==> config.mk <==
export PLATFORM = sky130hd
export DESIGN_NAME = uasd_decoder
export DESIGN_NICKNAME = d
export VERILOG_FILES = /design/src/pkg/uasd_pkg.sv /design/src/rtl/uasd_ecc_check.sv /design/src/rtl/uasd_decoder.sv
export VERILOG_INCLUDE_DIRS = /design/src /design/src/pkg
export SDC_FILE = /design/constraint.sdc
export NUM_CORES = 1
export LEC_CHECK = 0
export ABC_CLOCK_PERIOD_IN_PS = 6280
export BUFFER_PORTS_ARGS = -buffer_cell sky130_fd_sc_hd__buf_2
export CORE_MARGIN = 3
export CORE_UTILIZATION = 50
export DETAILED_ROUTE_END_ITERATION = 12
export GPL_TIMING_DRIVEN = 0
export PLACE_DENSITY = 0.87
export SETUP_SLACK_MARGIN = 0.4
export SYNTH_ARGS = -nofsm -noshare
export SYNTH_HDL_FRONTEND = slang
export SYNTH_SLANG_ARGS = --single-unit
==> constraint.sdc <==
create_clock -name clk -period 6.28 [get_ports clk]
set_input_delay 0.314 -clock clk [delete_from_list [all_inputs] [get_ports clk]]
set_output_delay 0.314 -clock clk [all_outputs]
set_load 0.01 [all_outputs]
==> src/pkg/uasd_map.svh <==
// address map constants for the unified address space decoder
// assumes 24-bit byte addresses, included by bare name
`ifndef UASD_MAP_SVH
`define UASD_MAP_SVH
`define UASD_ADDR_W        24
`define UASD_SEG_MSB       23
`define UASD_SEG_LSB       16
`define UASD_PAGE_MSB      15
`define UASD_PAGE_LSB      14
`define UASD_MREG_LO       24'hFFFF00
`define UASD_TRAP_LO       24'hF00000
`define UASD_EPR_HI        24'hEFFFFF
`define UASD_EPR_LO        24'hE80000
`define UASD_EPR_TOP       24'hE87FFF
`define UASD_PSR_LO        24'hE00000
`define UASD_PSR_TOP       24'hE07FFF
`define UASD_FLR_HI        24'hDFFFFF
`define UASD_FL3_LO        24'hCC0000
`define UASD_FL3_TOP       24'hCCFFFF
`define UASD_FL2_LO        24'hC80000
`define UASD_FL1_LO        24'hC40000
`define UASD_FL0_LO        24'hC00000
`define UASD_FL_RSV_LO     24'hC0F000
`define UASD_FL_RSV_HI     24'hC0FFFF
`define UASD_EXT_HI        24'hBFFFFF
`define UASD_XIO_LO        24'h210000
`define UASD_XIO_HI        24'h3FFFFF
`define UASD_LXB_LO        24'h200000
`define UASD_LXB_HI        24'h20FFFF
`define UASD_SEG0_HI       24'h00FFFF
`define UASD_SFR_LO        24'h00FE00
`define UASD_DPR_LO        24'h00F600
`define UASD_DPR_BIT_LO    24'h00FD00
`define UASD_DPR_HI        24'h00FDFF
`define UASD_DPR_RSV_LO    24'h00F200
`define UASD_EREG_LO       24'h00F000
`define UASD_EREG_HI       24'h00F1FF
`define UASD_AREG_LO       24'h00E000
`define UASD_AREG_HI       24'h00EFFF
`define UASD_DSR_LO        24'h00A000
`define UASD_DSR_HI        24'h00DFFF
`define UASD_DSR_RSV_LO    24'h008000
`define UASD_SECT_LSB      12
`define UASD_BLK_LSB       7
`define UASD_LINE_LSB      4
`define UASD_PSR_OFF_W     15
`define UASD_SECT_NUM_W    8
`define UASD_CLUSTER_SH    2
`define UASD_CLUSTERS      64
`define UASD_ECC_W         6
`endif

==> src/pkg/uasd_pkg.sv <==
// types for the unified address space decoder
// assumes uasd_map.svh supplies the numeric map
package uasd_pkg;
  typedef enum logic [4:0] {
    TGT_EXT, TGT_XIO, TGT_PBUS, TGT_AREG, TGT_EREG, TGT_DUAL_PORT_RAM, TGT_SFR,
    TGT_DMEM, TGT_PROGRAM_SRAM, TGT_EPRAM, TGT_FLASH0, TGT_FLASH1, TGT_FLASH2,
    TGT_FLASH3, TGT_MREG, TGT_TRAP
  } uasd_target_e;
  typedef enum logic {
    PATH_DATA, PATH_CODE
  } uasd_path_e;
endpackage : uasd_pkg

==> src/rtl/uasd_ecc_check.sv <==
// parity / single-error-correcting check on one 16-bit memory word
// assumes a Hamming code with an overall parity bit in checkBits[5]
`timescale 1ns/1ps
`include "uasd_map.svh"
module uasd_ecc_check #(
  parameter int DATA_W = 16
) (
  input  wire logic [DATA_W-1:0]      rawData,
  input  wire logic [`UASD_ECC_W-1:0] checkBits,
  input  wire logic                   parityMode,
  input  wire logic                   eccMode,
  output logic      [DATA_W-1:0]      fixedData,
  output logic                        errDetected,
  output logic                        errCorrected
);
  logic [4:0] synd;
  logic       parAll;
  logic [4:0] pos [DATA_W];
  // data bit i sits at Hamming position i+ (index skipping powers of two)
  always_comb begin
    int p;
    p = 1;
    synd = 5'h00;
    for (int i = 0; i < DATA_W; i++) begin
      p = p + 1;
      while ((p & (p - 1)) == 0) p = p + 1;
      pos[i] = p[4:0];
      if (rawData[i]) synd = synd ^ p[4:0];
    end
    synd = synd ^ checkBits[4:0];
  end
  assign parAll = ^{rawData, checkBits};
  // parity only detects; ecc corrects a lone flipped data bit
  always_comb begin
    fixedData    = rawData;
    errCorrected = 1'b0;
    errDetected  = 1'b0;
    if (eccMode && parAll) begin
      for (int i = 0; i < DATA_W; i++) begin
        if (pos[i] == synd) begin
          fixedData[i] = ~rawData[i];
        end
      end
      errCorrected = 1'b1;
    end else if (eccMode && synd != 5'h00) begin
      errDetected = 1'b1;
    end else if (parityMode && !eccMode && parAll) begin
      errDetected = 1'b1;
    end
  end
endmodule : uasd_ecc_check

==> src/rtl/uasd_decoder.sv <==
// address decoder and router for the 16-Mbyte linear address space
// assumes one request per enabled cycle from code fetch or data transfer side
// Functional notes
// one linear space holds code, data, registers and I/O
// 16 Mbytes as 256 segments of 64K, four 16K pages each
// byte and word accesses accepted at every address
// internal data memories and register areas decode in segment 0
// reserved ranges go to the external bus when it exists
// external I/O range disables pipeline optimisations
// code fetch manager serves fetches and program memories
// data transfer manager serves data, data SRAM and peripherals
// programmable-size region of program SRAM blocks writes
// upper 256 bytes of dual-port RAM bit addressable, also register use
// register bank of 16 words, low eight also as byte halves
// special and extended register areas are 512 bytes each, word-wide
// software writes only zeros to unused register addresses
// top 4K sector of first flash segment reserved internally
// flash in 4K sectors, programmed in 128-byte blocks
// flash reads are 128-bit wide
// whole flash read protectable, password unlock temporary
// different flash modules work concurrently
// sectors grouped into clusters sharing one write-protect bit
// parity error detected and the data discarded
// ecc single-bit error corrected before delivery
// every access selects exactly one target by map boundaries
`timescale 1ns/1ps
`include "uasd_map.svh"
module uasd_decoder #(
  parameter int  ADDR_W   = `UASD_ADDR_W,
  parameter int  DATA_W   = 16,
  parameter bit  HAS_XBUS = 1'b1
) (
  input  wire logic                      clk,
  input  wire logic                      srst,
  input  wire logic                      clkEn,
  input  wire logic                      reqValid,
  input  wire logic                      reqCode,
  input  wire logic                      reqWrite,
  input  wire logic                      reqByte,
  input  wire logic                      reqBit,
  input  wire logic                      reqGprUse,
  input  wire logic [ADDR_W-1:0]         reqAddr,
  input  wire logic [`UASD_PSR_OFF_W-1:0] psramProtSize,
  input  wire logic [`UASD_CLUSTERS-1:0] flashWrProt,
  input  wire logic                      flashRdProt,
  input  wire logic                      pwUnlock,
  input  wire logic                      pwRelock,
  input  wire logic                      parityEn,
  input  wire logic                      eccEn,
  input  wire logic [DATA_W-1:0]         memData,
  input  wire logic [`UASD_ECC_W-1:0]    memCheck,
  input  wire logic                      memValid,
  output logic                           selValid,
  output uasd_pkg::uasd_target_e         selTarget,
  output uasd_pkg::uasd_path_e           selPath,
  output logic [ADDR_W-1:0]              selAddr,
  output logic                           selByte,
  output logic                           selWrite,
  output logic [7:0]                     selSegment,
  output logic [1:0]                     selPage,
  output logic                           selExtBus,
  output logic                           noPipeOpt,
  output logic                           bitOk,
  output logic                           accessTrap,
  output logic                           wrBlocked,
  output logic                           rdBlocked,
  output logic                           flashWide,
  output logic [3:0]                     flashBusy,
  output logic [`UASD_SECT_NUM_W-1:0]    flashSector,
  output logic [4:0]                     flashBlock,
  output logic                           rdValid,
  output logic [DATA_W-1:0]              rdData,
  output logic                           rdError,
  output logic                           rdCorrected
);
  // range compare, inclusive
  function automatic logic inR(input logic [ADDR_W-1:0] a, lo, hi);
    return (a >= lo) && (a <= hi);
  endfunction : inR

  wire logic [ADDR_W-1:0] a = reqAddr;
  // exact-fit ranges in descending priority; only one target range can match, hitFlRsv lies inside hitFl0
  wire logic hitMreg  = a >= `UASD_MREG_LO;
  wire logic hitTrap  = inR(a, `UASD_TRAP_LO, `UASD_MREG_LO - 24'h000001);
  wire logic hitEpr   = inR(a, `UASD_EPR_LO, `UASD_EPR_TOP);
  wire logic hitEprR  = inR(a, `UASD_EPR_TOP + 24'h000001, `UASD_EPR_HI);
  wire logic hitPsr   = inR(a, `UASD_PSR_LO, `UASD_PSR_TOP);
  wire logic hitPsrR  = inR(a, `UASD_PSR_TOP + 24'h000001, `UASD_EPR_LO - 24'h000001);
  wire logic hitFlR   = inR(a, `UASD_FL3_TOP + 24'h000001, `UASD_FLR_HI);
  wire logic hitFl3   = inR(a, `UASD_FL3_LO, `UASD_FL3_TOP);
  wire logic hitFl2   = inR(a, `UASD_FL2_LO, `UASD_FL3_LO - 24'h000001);
  wire logic hitFl1   = inR(a, `UASD_FL1_LO, `UASD_FL2_LO - 24'h000001);
  wire logic hitFl0   = inR(a, `UASD_FL0_LO, `UASD_FL1_LO - 24'h000001);
  wire logic hitXio   = inR(a, `UASD_XIO_LO, `UASD_XIO_HI);
  wire logic hitLxb   = inR(a, `UASD_LXB_LO, `UASD_LXB_HI);
  wire logic seg0     = a <= `UASD_SEG0_HI;
  wire logic hitSfr   = seg0 && a >= `UASD_SFR_LO;
  wire logic hitDpr   = inR(a, `UASD_DPR_LO, `UASD_DPR_HI);
  wire logic hitDprR  = inR(a, `UASD_DPR_RSV_LO, `UASD_DPR_LO - 24'h000001);
  wire logic hitEreg  = inR(a, `UASD_EREG_LO, `UASD_EREG_HI);
  wire logic hitAreg  = inR(a, `UASD_AREG_LO, `UASD_AREG_HI);
  wire logic hitDsr   = inR(a, `UASD_DSR_LO, `UASD_DSR_HI);
  wire logic hitDsrR  = inR(a, `UASD_DSR_RSV_LO, `UASD_DSR_LO - 24'h000001);
  wire logic hitFlRsv = inR(a, `UASD_FL_RSV_LO, `UASD_FL_RSV_HI);
  // reserved holes: external bus when present, else a trap
  wire logic hitRsv   = hitEprR | hitPsrR | hitFlR | hitDprR | hitDsrR | hitTrap;
  wire logic flashAny = hitFl0 | hitFl1 | hitFl2 | hitFl3;

  uasd_pkg::uasd_target_e tgt;
  always_comb begin
    if (hitMreg)                 tgt = uasd_pkg::TGT_MREG;
    else if (hitRsv && HAS_XBUS) tgt = uasd_pkg::TGT_EXT;
    else if (hitRsv)             tgt = uasd_pkg::TGT_TRAP;
    else if (hitEpr)             tgt = uasd_pkg::TGT_EPRAM;
    else if (hitPsr)             tgt = uasd_pkg::TGT_PROGRAM_SRAM;
    else if (hitFl3)             tgt = uasd_pkg::TGT_FLASH3;
    else if (hitFl2)             tgt = uasd_pkg::TGT_FLASH2;
    else if (hitFl1)             tgt = uasd_pkg::TGT_FLASH1;
    else if (hitFl0)             tgt = uasd_pkg::TGT_FLASH0;
    else if (hitXio)             tgt = uasd_pkg::TGT_XIO;
    else if (hitLxb)             tgt = uasd_pkg::TGT_PBUS;
    else if (hitSfr)             tgt = uasd_pkg::TGT_SFR;
    else if (hitDpr)             tgt = uasd_pkg::TGT_DUAL_PORT_RAM;
    else if (hitEreg)            tgt = uasd_pkg::TGT_EREG;
    else if (hitAreg)            tgt = uasd_pkg::TGT_AREG;
    else if (hitDsr)             tgt = uasd_pkg::TGT_DMEM;
    else                         tgt = uasd_pkg::TGT_EXT;
  end

  // code side owns fetches and program memories, data side the rest
  wire logic progMem = hitPsr | hitEpr | flashAny;
  wire uasd_pkg::uasd_path_e path = (reqCode || progMem) ? uasd_pkg::PATH_CODE
                                                         : uasd_pkg::PATH_DATA;
  wire logic trapNow = tgt == uasd_pkg::TGT_TRAP;
  // a fetch aimed at data-only areas has no code path; it traps
  wire logic codeBad = reqCode && (hitSfr | hitEreg | hitAreg | hitDsr);

  // program_sram protected region counts up from the base
  wire logic [`UASD_PSR_OFF_W-1:0] psrOff = a[`UASD_PSR_OFF_W-1:0];
  wire logic psrWrBlk = hitPsr && reqWrite && (psrOff < psramProtSize);

  // flash sector and cluster for write protection
  wire logic [`UASD_SECT_NUM_W-1:0] sect = a[`UASD_SECT_LSB +: `UASD_SECT_NUM_W];
  wire logic [5:0] cluster = sect[`UASD_CLUSTER_SH +: 6];
  wire logic flWrBlk = flashAny && reqWrite && (flashWrProt[cluster] || hitFlRsv);

  // read protection latch, opened by password, closed again by relock
  logic unlock_reg;
  logic unlock_next;
  assign unlock_next = pwRelock ? 1'b0 : (pwUnlock ? 1'b1 : unlock_reg);
  wire logic flRdBlk = flashAny && !reqWrite && !reqCode && flashRdProt && !unlock_reg;

  // bit addressing: top 256 bytes of dual_port_ram, register areas, or as register
  wire logic bitArea = inR(a, `UASD_DPR_BIT_LO, `UASD_DPR_HI) | hitSfr | hitEreg
                     | (hitDpr && reqGprUse);
  // register-bank use must stay inside dual_port_ram; low-eight byte rule
  wire logic gprBad = reqGprUse && (!hitDpr || (reqByte && a[4]));
  wire logic bitBad = reqBit && !bitArea;

  wire logic deny = trapNow | codeBad | gprBad | bitBad | psrWrBlk | flWrBlk | flRdBlk;

  // concurrent flash modules: each module has its own busy bit, set in the cycle after an accepted request
  wire logic [3:0] flHit = {hitFl3, hitFl2, hitFl1, hitFl0};
  wire logic go = reqValid && clkEn;

  always_ff @(posedge clk) begin
    if (srst) begin
      unlock_reg <= 1'b0;
    end else if (clkEn) begin
      unlock_reg <= unlock_next;
    end
  end

  always_ff @(posedge clk) begin
    if (srst) begin
      selValid    <= 1'b0;
      selTarget   <= uasd_pkg::TGT_EXT;
      selPath     <= uasd_pkg::PATH_DATA;
      selAddr     <= '0;
      selByte     <= 1'b0;
      selWrite    <= 1'b0;
      selSegment  <= 8'h00;
      selPage     <= 2'h0;
      selExtBus   <= 1'b0;
      noPipeOpt   <= 1'b0;
      bitOk       <= 1'b0;
      accessTrap  <= 1'b0;
      wrBlocked   <= 1'b0;
      rdBlocked   <= 1'b0;
      flashWide   <= 1'b0;
      flashBusy   <= 4'h0;
      flashSector <= '0;
      flashBlock  <= 5'h00;
    end else if (clkEn) begin
      selValid    <= reqValid && !deny;
      selTarget   <= tgt;
      selPath     <= path;
      selAddr     <= reqAddr;
      selByte     <= reqByte;
      selWrite    <= reqWrite;
      selSegment  <= a[`UASD_SEG_MSB:`UASD_SEG_LSB];
      selPage     <= a[`UASD_PAGE_MSB:`UASD_PAGE_LSB];
      selExtBus   <= reqValid && !deny && (tgt == uasd_pkg::TGT_EXT ||
                     tgt == uasd_pkg::TGT_XIO || tgt == uasd_pkg::TGT_PBUS);
      noPipeOpt   <= reqValid && hitXio;
      bitOk       <= reqValid && reqBit && bitArea;
      accessTrap  <= reqValid && (trapNow | codeBad | gprBad | bitBad);
      wrBlocked   <= reqValid && (psrWrBlk | flWrBlk);
      rdBlocked   <= reqValid && flRdBlk;
      flashWide   <= reqValid && flashAny && !reqWrite;
      flashBusy   <= go && !deny ? flHit : 4'h0;
      flashSector <= sect;
      flashBlock  <= a[`UASD_SECT_LSB-1:`UASD_BLK_LSB];
    end
  end

  // returned memory words pass through the error checker
  logic [DATA_W-1:0] fixData;
  logic              eDet;
  logic              eCor;
  uasd_ecc_check #(
    .DATA_W (DATA_W)
  ) i_uasd_ecc_check (
    .rawData      (memData),
    .checkBits    (memCheck),
    .parityMode   (parityEn),
    .eccMode      (eccEn),
    .fixedData    (fixData),
    .errDetected  (eDet),
    .errCorrected (eCor)
  );

  always_ff @(posedge clk) begin
    if (srst) begin
      rdValid     <= 1'b0;
      rdData      <= '0;
      rdError     <= 1'b0;
      rdCorrected <= 1'b0;
    end else if (clkEn) begin
      // detected error: data withheld, never marked valid
      rdValid     <= memValid && !eDet;
      rdData      <= eDet ? '0 : fixData;
      rdError     <= memValid && eDet;
      rdCorrected <= memValid && eCor;
    end
  end
endmodule : uasd_decoder

==> results of run 1 <==
-- power by group through the flow --
stage	sequential, W	combinational (W)	clock (W)
floorplan	0.000476	0.000306	0
global placement	0.000461	0.000457	0
detailed placement	0.000462	0.000475	0
CTS	0.000454	0.000477	0.000440
global route	0.000459	0.000518	0.000458
finish	0.000454	0.000479	0.000439
-- worst max-delay path, stage by stage --
cell and delay, ns:
buf_2 0.13, or4_4 0.56, or3_4 0.40, or4b_4 0.51
a2111oi_0 0.77, o21bai_1 0.13, a21oi_1 0.16
-- cell usage in the layout (no fill, tap or decap), drive strengths merged, types with 3 or more instances in the layout --
cell / count
buf: 249
dfxtp: 63
nand2: 54
nor2: 53
mux2i: 28
clkbuf: 27
xnor2: 24
xor2: 23
o21ai: 23
mux4: 19
inv: 18
a21oi: 17
ha: 14
nand3: 12
nor4: 10
nor3: 8
a21o: 7
a211oi: 7
nand4: 6
xnor3: 6
nor2b: 5
nor3b: 3
nand2b: 3
a22o: 3
bufinv: 3
-- cells by family (layout without fill, tap and decap cells) --
logic type,count (synthesis),after routing,share of synthesized area
adder cells (fa/ha/maj),14,14,0.04028
multiplexers,47,47,0.1628
other,1,1,0.0008622
buffers and inverters,63,297,0.07767
AO/OA/AOI/OAI,67,67,0.1073
flip-flops,63,63,0.2900
AND/OR/NAND/NOR,166,166,0.1873
XOR/XNOR,53,53,0.1338
-- per-layer routing --
layer / up-vias / share of wire
met4: 0 / 0.025
met1: 2036 / 0.39
li1: 2098 / -
met3: 33 / 0.078
met2: 228 / 0.51
met5: - / 0
-- final timing paths --
kind                           startpoint                   endpoint  slack (ns)  cells after the start
setup / recovery              reqAddr[20]     wrBlocked$_SDFFE_PP0P_        3.58                      7
hold / removal                   pwRelock    unlock_reg$_SDFFE_PP0P_        0.16                      2
setup reg to reg  unlock_reg$_SDFFE_PP0P_  flashBusy[2]$_SDFFE_PP0P_        4.99                      5
hold reg to reg    rdData[4]$_SDFFE_PP0P_     rdData[4]$_SDFFE_PP0P_        0.45                      2
-- metrics by stage --
| step | utilization | setup slack [ns] | power [W] | cells | hold slack [ns] |
|---|---|---|---|---|---|
| after floorplan | - | 3.744 | 0.0007816 | 474 | 0.4149 |
| after global placement | 0.6686 | 3.322 | 0.0009183 | 798 | 0.4310 |
| after detailed placement | 0.6686 | 3.257 | 0.0009373 | 798 | 0.4382 |
| after CTS | 0.6980 | 3.598 | 0.001372 | 813 | 0.1548 |
| after global routing | 0.6980 | 3.470 | 0.001435 | 813 | 0.1679 |
| final | 0.6980 | 3.577 | 0.001372 | 813 | 0.1570 |
-- cell type report --
| type | count | area [µm²] | area share |
|---|---|---|---|
| plain buffers | 45 | 270.3 | 0.04642 |
| clock buffers | 12 | 155.1 | 0.02665 |
| clock inverters | 3 | 90.09 | 0.01547 |
| inverters | 18 | 67.56 | 0.01161 |
| multi-input cells | 348 | 2750 | 0.4724 |
| flip-flops and latches | 63 | 1261 | 0.2166 |
| well taps | 105 | 131.4 | 0.02257 |
| repair buffers | 219 | 1096 | 0.1883 |
==> impl_metrics.tcl, run 1 <==
set metrics [dict create \
    dpl.hpwl_um 11050 \
    drcViolationCount 0 \
    cp.required_ns 6.55 \
    largest_register_ffs 24 \
    core_um2 8341 \
    setup-violations-final 0 \
    hold_violations 0 \
    synth_flop_cell "dfxtp_1" \
    pwr-share-seq 0.331 \
    layout-drive-gt1-share 0.4294 \
    synth_edf_count 0 \
    grt_pass1_vias 4544 \
    floorplan.die.height_um 99.27 \
    cap_viol_max_count 0 \
    grt.total_usage 0.2720 \
    cts_made_buffers 9 \
    die-width_um 99.27 \
    synth_commonest_cells "63 x dfxtp_1, 53 x nand2_1, 53 x nor2_1, 28 x mux2i_1, 24 x buf_4" \
    cts_buffer_depth 2 \
    status "completed" \
    grt_max_degree 11 \
    gp_congestion 0.9514 \
    rsz0062_at_grt "no" \
    max_freq_ghz 0.3699 \
    crit_path_start_kind "input port" \
    yosysMostFrequentCell "dfxtp_1" \
    cts_resized 0 \
    grt_pass1_wl_um 21510 \
    cts.sinks 63 \
    ys_async_sr_fraction 0 \
    crit_arrival_ns 2.98 \
    final.setup.tns_ns 0 \
    postSynthAreaPerCell_um2 9.175 \
    finalCriticalPeriod_ns 2.703 \
    fin_crit_sh 0.4305 \
    skew_ns 0.004826 \
    netlist_instances 474 \
    avgViaCountPerCell 5.406 \
    grt_overflow 0 \
    yosysTopAreaCell "dfxtp_1" \
    cellLeakagePower_nw 2.925 \
    slew_viol_final 0 \
    cts_tree "done" \
    syn_nets 628 \
    p_clk_frac 0.320 \
    ys_warn_count 0 \
    cts-root-buf "clkbuf_8" \
    use_met3 0.04769 \
    ir_worst_vdd_mv 0.1792 \
    first_pass_iters 6 \
    hold_path.class "input port to flop" \
    end_kind "flop" \
    place_area_um2 5577 \
    diodes 0 \
    reg.largest.list "selAddr x24, rdData x16" \
    syn-cell-area_um2 4349 \
    fill_cells 679 \
    detail_route.wirelength_um 13510 \
    top_usage_layer "met2" \
    drtAntennaViolNets 0 \
    start_util 0.5215 \
    max_slew_margin 0.4265 \
    crit_type "input port to flop" \
    synth_seq_cells 63 \
    use_met2 0.4979 \
    p_int_w 0.0009342 \
    die-area_um2 9854 \
    drtIter0Drc 248 \
    clk_pin_slew_ns 0.07 \
    cp_max_fo 4 \
    ys_seq_area_frac 0.2900 \
    worstMarginPinSlew_ns 0.8386 \
    p_switching_w 0.0004377 \
    ys_top_cells_by_area "dfxtp_1 29%, mux4_2 9.8%, mux2i_1 6.4%" \
    layout.nets 858 \
    synth_top_area_share 0.2900 \
    num_io_pins 226 \
    design_area_um2 5822 \
    insertion_delay_ns 0.34 \
    post_cts_buffers 0 \
    met1_usage 0.3177 \
    wire_per_inst_um 16.61 \
    swShare 0.3191 \
    hold_buffers 0 \
    p_comb_frac 0.349 \
    io_buffers 219 \
    num_rows 33 \
    htreeDepth 3 \
    antenna_found_initial 0 \
    largest-register "selAddr" \
    num_vias 4395 \
    power_density_nw_per_um2 235.7 \
    area_growth_pct 33.86 \
    yosysUniqueCellTypes 55 \
]
No activity file was read; power rests on OpenSTA's default activity.
==> run 2, diff against run 1 <==
--- a/config.mk
+++ b/config.mk
@@ -6,13 +6,14 @@
 export SDC_FILE = /design/constraint.sdc
 export NUM_CORES = 1
 export LEC_CHECK = 0
-export ABC_CLOCK_PERIOD_IN_PS = 6280
+export ABC_AREA = 1
+export ABC_CLOCK_PERIOD_IN_PS = 2700
 export BUFFER_PORTS_ARGS = -buffer_cell sky130_fd_sc_hd__buf_2
 export CORE_MARGIN = 3
 export CORE_UTILIZATION = 50
 export DETAILED_ROUTE_END_ITERATION = 12
 export GPL_TIMING_DRIVEN = 0
-export PLACE_DENSITY = 0.87
+export PLACE_DENSITY = 0.83
 export SETUP_SLACK_MARGIN = 0.4
 export SYNTH_ARGS = -nofsm -noshare
 export SYNTH_HDL_FRONTEND = slang
==> constraint.sdc (replaced) <==
create_clock -name clk -period 2.7 [get_ports clk]
set_input_delay 0.135 -clock clk [delete_from_list [all_inputs] [get_ports clk]]
set_output_delay 0.135 -clock clk [all_outputs]
set_load 0.01 [all_outputs]
==> impl_metrics.tcl, run 2 <==
set metrics [dict create \
    ys_async_sr_fraction 0 \
    gp_congestion 0.9426 \
    syn-cell-area_um2 5444 \
    synth_commonest_cells "349 x nand2_1, 104 x inv_1, 95 x nor2_1, 79 x nand3_1, 63 x dfxtp_1" \
    yosysMostFrequentCell "nand2_1" \
    r2r_setup_slack_ns 1.31 \
    yosysTopAreaCell "nand2_1" \
    num_rows 37 \
    drcViolationCount 0 \
    setup-violations-final 0 \
    status "completed" \
    area_growth_pct 26.96 \
    die-area_um2 12180 \
    end_kind "flop" \
    first_pass_iters 8 \
    layout-drive-gt1-share 0.2739 \
    grt_max_degree 14 \
    avgViaCountPerCell 5.115 \
    synth_edf_count 0 \
    drtAntennaViolNets 0 \
    dp_slack_ns 0.1341 \
    grt_pass1_wl_um 27100 \
    multi_input_area_um2 3388 \
    num_io_pins 226 \
    ys_seq_area_frac 0.2317 \
    max_slew_margin 0.6219 \
    cts_buffer_depth 2 \
    netlist_instances 958 \
    layout_commonest_cell "nand2_1" \
    layout.nets 1339 \
    cts_tree "done" \
    hold_depth 3 \
    reg.largest.list "selAddr x24, rdData x16" \
    total_power_w 0.003031 \
    die-width_um 110.3 \
    finalCriticalPeriod_ns 1.990 \
    insertion_delay_ns 0.34 \
    cts-root-buf "clkbuf_8" \
    largest-register "selAddr" \
    ys_top_cells_by_area "nand2_1 24%, dfxtp_1 23%, nand3_1 7.3%" \
    final_cell_mix "349 x nand2_1, 223 x buf_2, 103 x inv_1" \
    core_um2 10460 \
    crit_path_start_kind "input port" \
    cellLeakagePower_nw 4.057 \
    synth_top_area_share 0.2406 \
    max_freq_ghz 0.5025 \
    fin_crit_sh 0.7370 \
    p_clk_frac 0.278 \
    drtIter0Drc 399 \
    cp.required_ns 2.98 \
    cts.sinks 63 \
    p_int_w 0.001851 \
    reg2reg_depth 8 \
    swShare 0.3893 \
    cts_made_buffers 9 \
    num_vias 6787 \
    rsz0062_at_grt "no" \
    grt.total_usage 0.2793 \
    power_density_nw_per_um2 438.5 \
    yosysUniqueCellTypes 42 \
    grt_pass1_vias 6037 \
    setup_ws_ns 0.7101 \
    cp_max_fo 10 \
    pwr-share-seq 0.339 \
    synth_flop_cell "dfxtp_1" \
    regArea_um2 1261 \
    ys_warn_count 0 \
    worstMarginPinSlew_ns 0.5671 \
    hold_violations 0 \
    detail_route.wirelength_um 17890 \
    final_core_util 0.6606 \
    crit_arrival_ns 2.27 \
    skew_ns 0.008021 \
    postSynthAreaPerCell_um2 5.683 \
    clk_pin_slew_ns 0.08 \
    grt_overflow 0 \
    final.setup.tns_ns 0 \
    ir_worst_vdd_mv 0.4212 \
    p_comb_frac 0.383 \
    start_util 0.5203 \
    antenna_found_initial 1 \
    cap_viol_max_count 0 \
    largest_register_ffs 24 \
    dpl.hpwl_um 14510 \
    hold_path.class "input port to flop" \
    synth_seq_cells 63 \
    syn_nets 1112 \
    slew_viol_final 0 \
    wire_per_inst_um 13.48 \
    holdWs_ns 0.04023 \
    fill_cells 1029 \
    htreeDepth 3 \
    post_cts_buffers 0 \
    crit_type "input port to flop" \
    p_switching_w 0.001180 \
    floorplan.die.height_um 110.3 \
    io_buffers 215 \
]
## run 2: final timing paths
path                                              start                        end
worst min register to register     rdValid$_SDFFE_PP0P_       rdValid$_SDFFE_PP0P_
worst max-delay path                        reqAddr[15]  flashBusy[3]$_SDFFE_PP0P_
worst min-delay path                         reqAddr[6]    selAddr[6]$_SDFFE_PP0P_
worst max register to register  unlock_reg$_SDFFE_PP0P_  flashBusy[3]$_SDFFE_PP0P_
## run 2: area by class of cell
cell class / count / area share
multi-input cells: 716 / 0.4902
flip-flops and latches: 63 / 0.1825
repair buffers: 216 / 0.1571
inverters: 118 / 0.06408
plain buffers: 61 / 0.05159
well taps: 136 / 0.02462
clock buffers: 9 / 0.01792
clock inverters: 7 / 0.01159
diodes: 1 / 0.0003621
## run 2: critical path, stage by stage
cell and delay [ns]:
buf_2 0.09, clkinv_1 0.23, nor2_1 0.51, nand2_1 0.14, nand3_1 0.13, nand2_1 0.06
nand2_1 0.06, o21ai_0 0.08, nand2_1 0.08, o21ai_1 0.09, nand2_1 0.11, nand4_1 0.25
nor2_1 0.19, nor2_1 0.06, nor2_1 0.07
## run 2: per-stage QoR
stage / cell area, µm² / instances
after floorplan: 5444 / 958
after global placement: 6690 / 1309
after detailed placement: 6690 / 1309
after CTS: 6904 / 1326
after global routing: 6912 / 1327
final: 6912 / 1327
## run 2: kinds of logic after synthesis
group,count (synthesis),share of synthesized area
buf+inv,179,0.1459
fa+ha+maj,14,0.03218
flops,63,0.2317
xor+xnor,20,0.03494
other cells,1,0.0006888
simple gates,582,0.4507
compound gates,99,0.1039
## run 2: power by group through the flow
stage	registers [W]	clock network, W	logic (W)
finish	0.00103	0.000841	0.00116
global route	0.00104	0.000885	0.00130
CTS	0.00103	0.000847	0.00115
detailed placement	0.00105	0	0.00114
global placement	0.00105	0	0.00112
floorplan	0.00107	0	0.000728
## run 2: routing by layer
metal	track usage	routed length (µm)	vias up
li1	-	-	3432
met1	0.3044	6786	2991
met2	0.5217	8893	308
met3	0.05475	1541	56
met4	0.1196	668	0
met5	0	0	-
## run 2: repair_timing
item,4_1_cts,5_1_grt
gates resized for setup,0,8
hold buffers,1,0
endpoints found under the setup margin,0,6
hold endpoints to repair,1,0
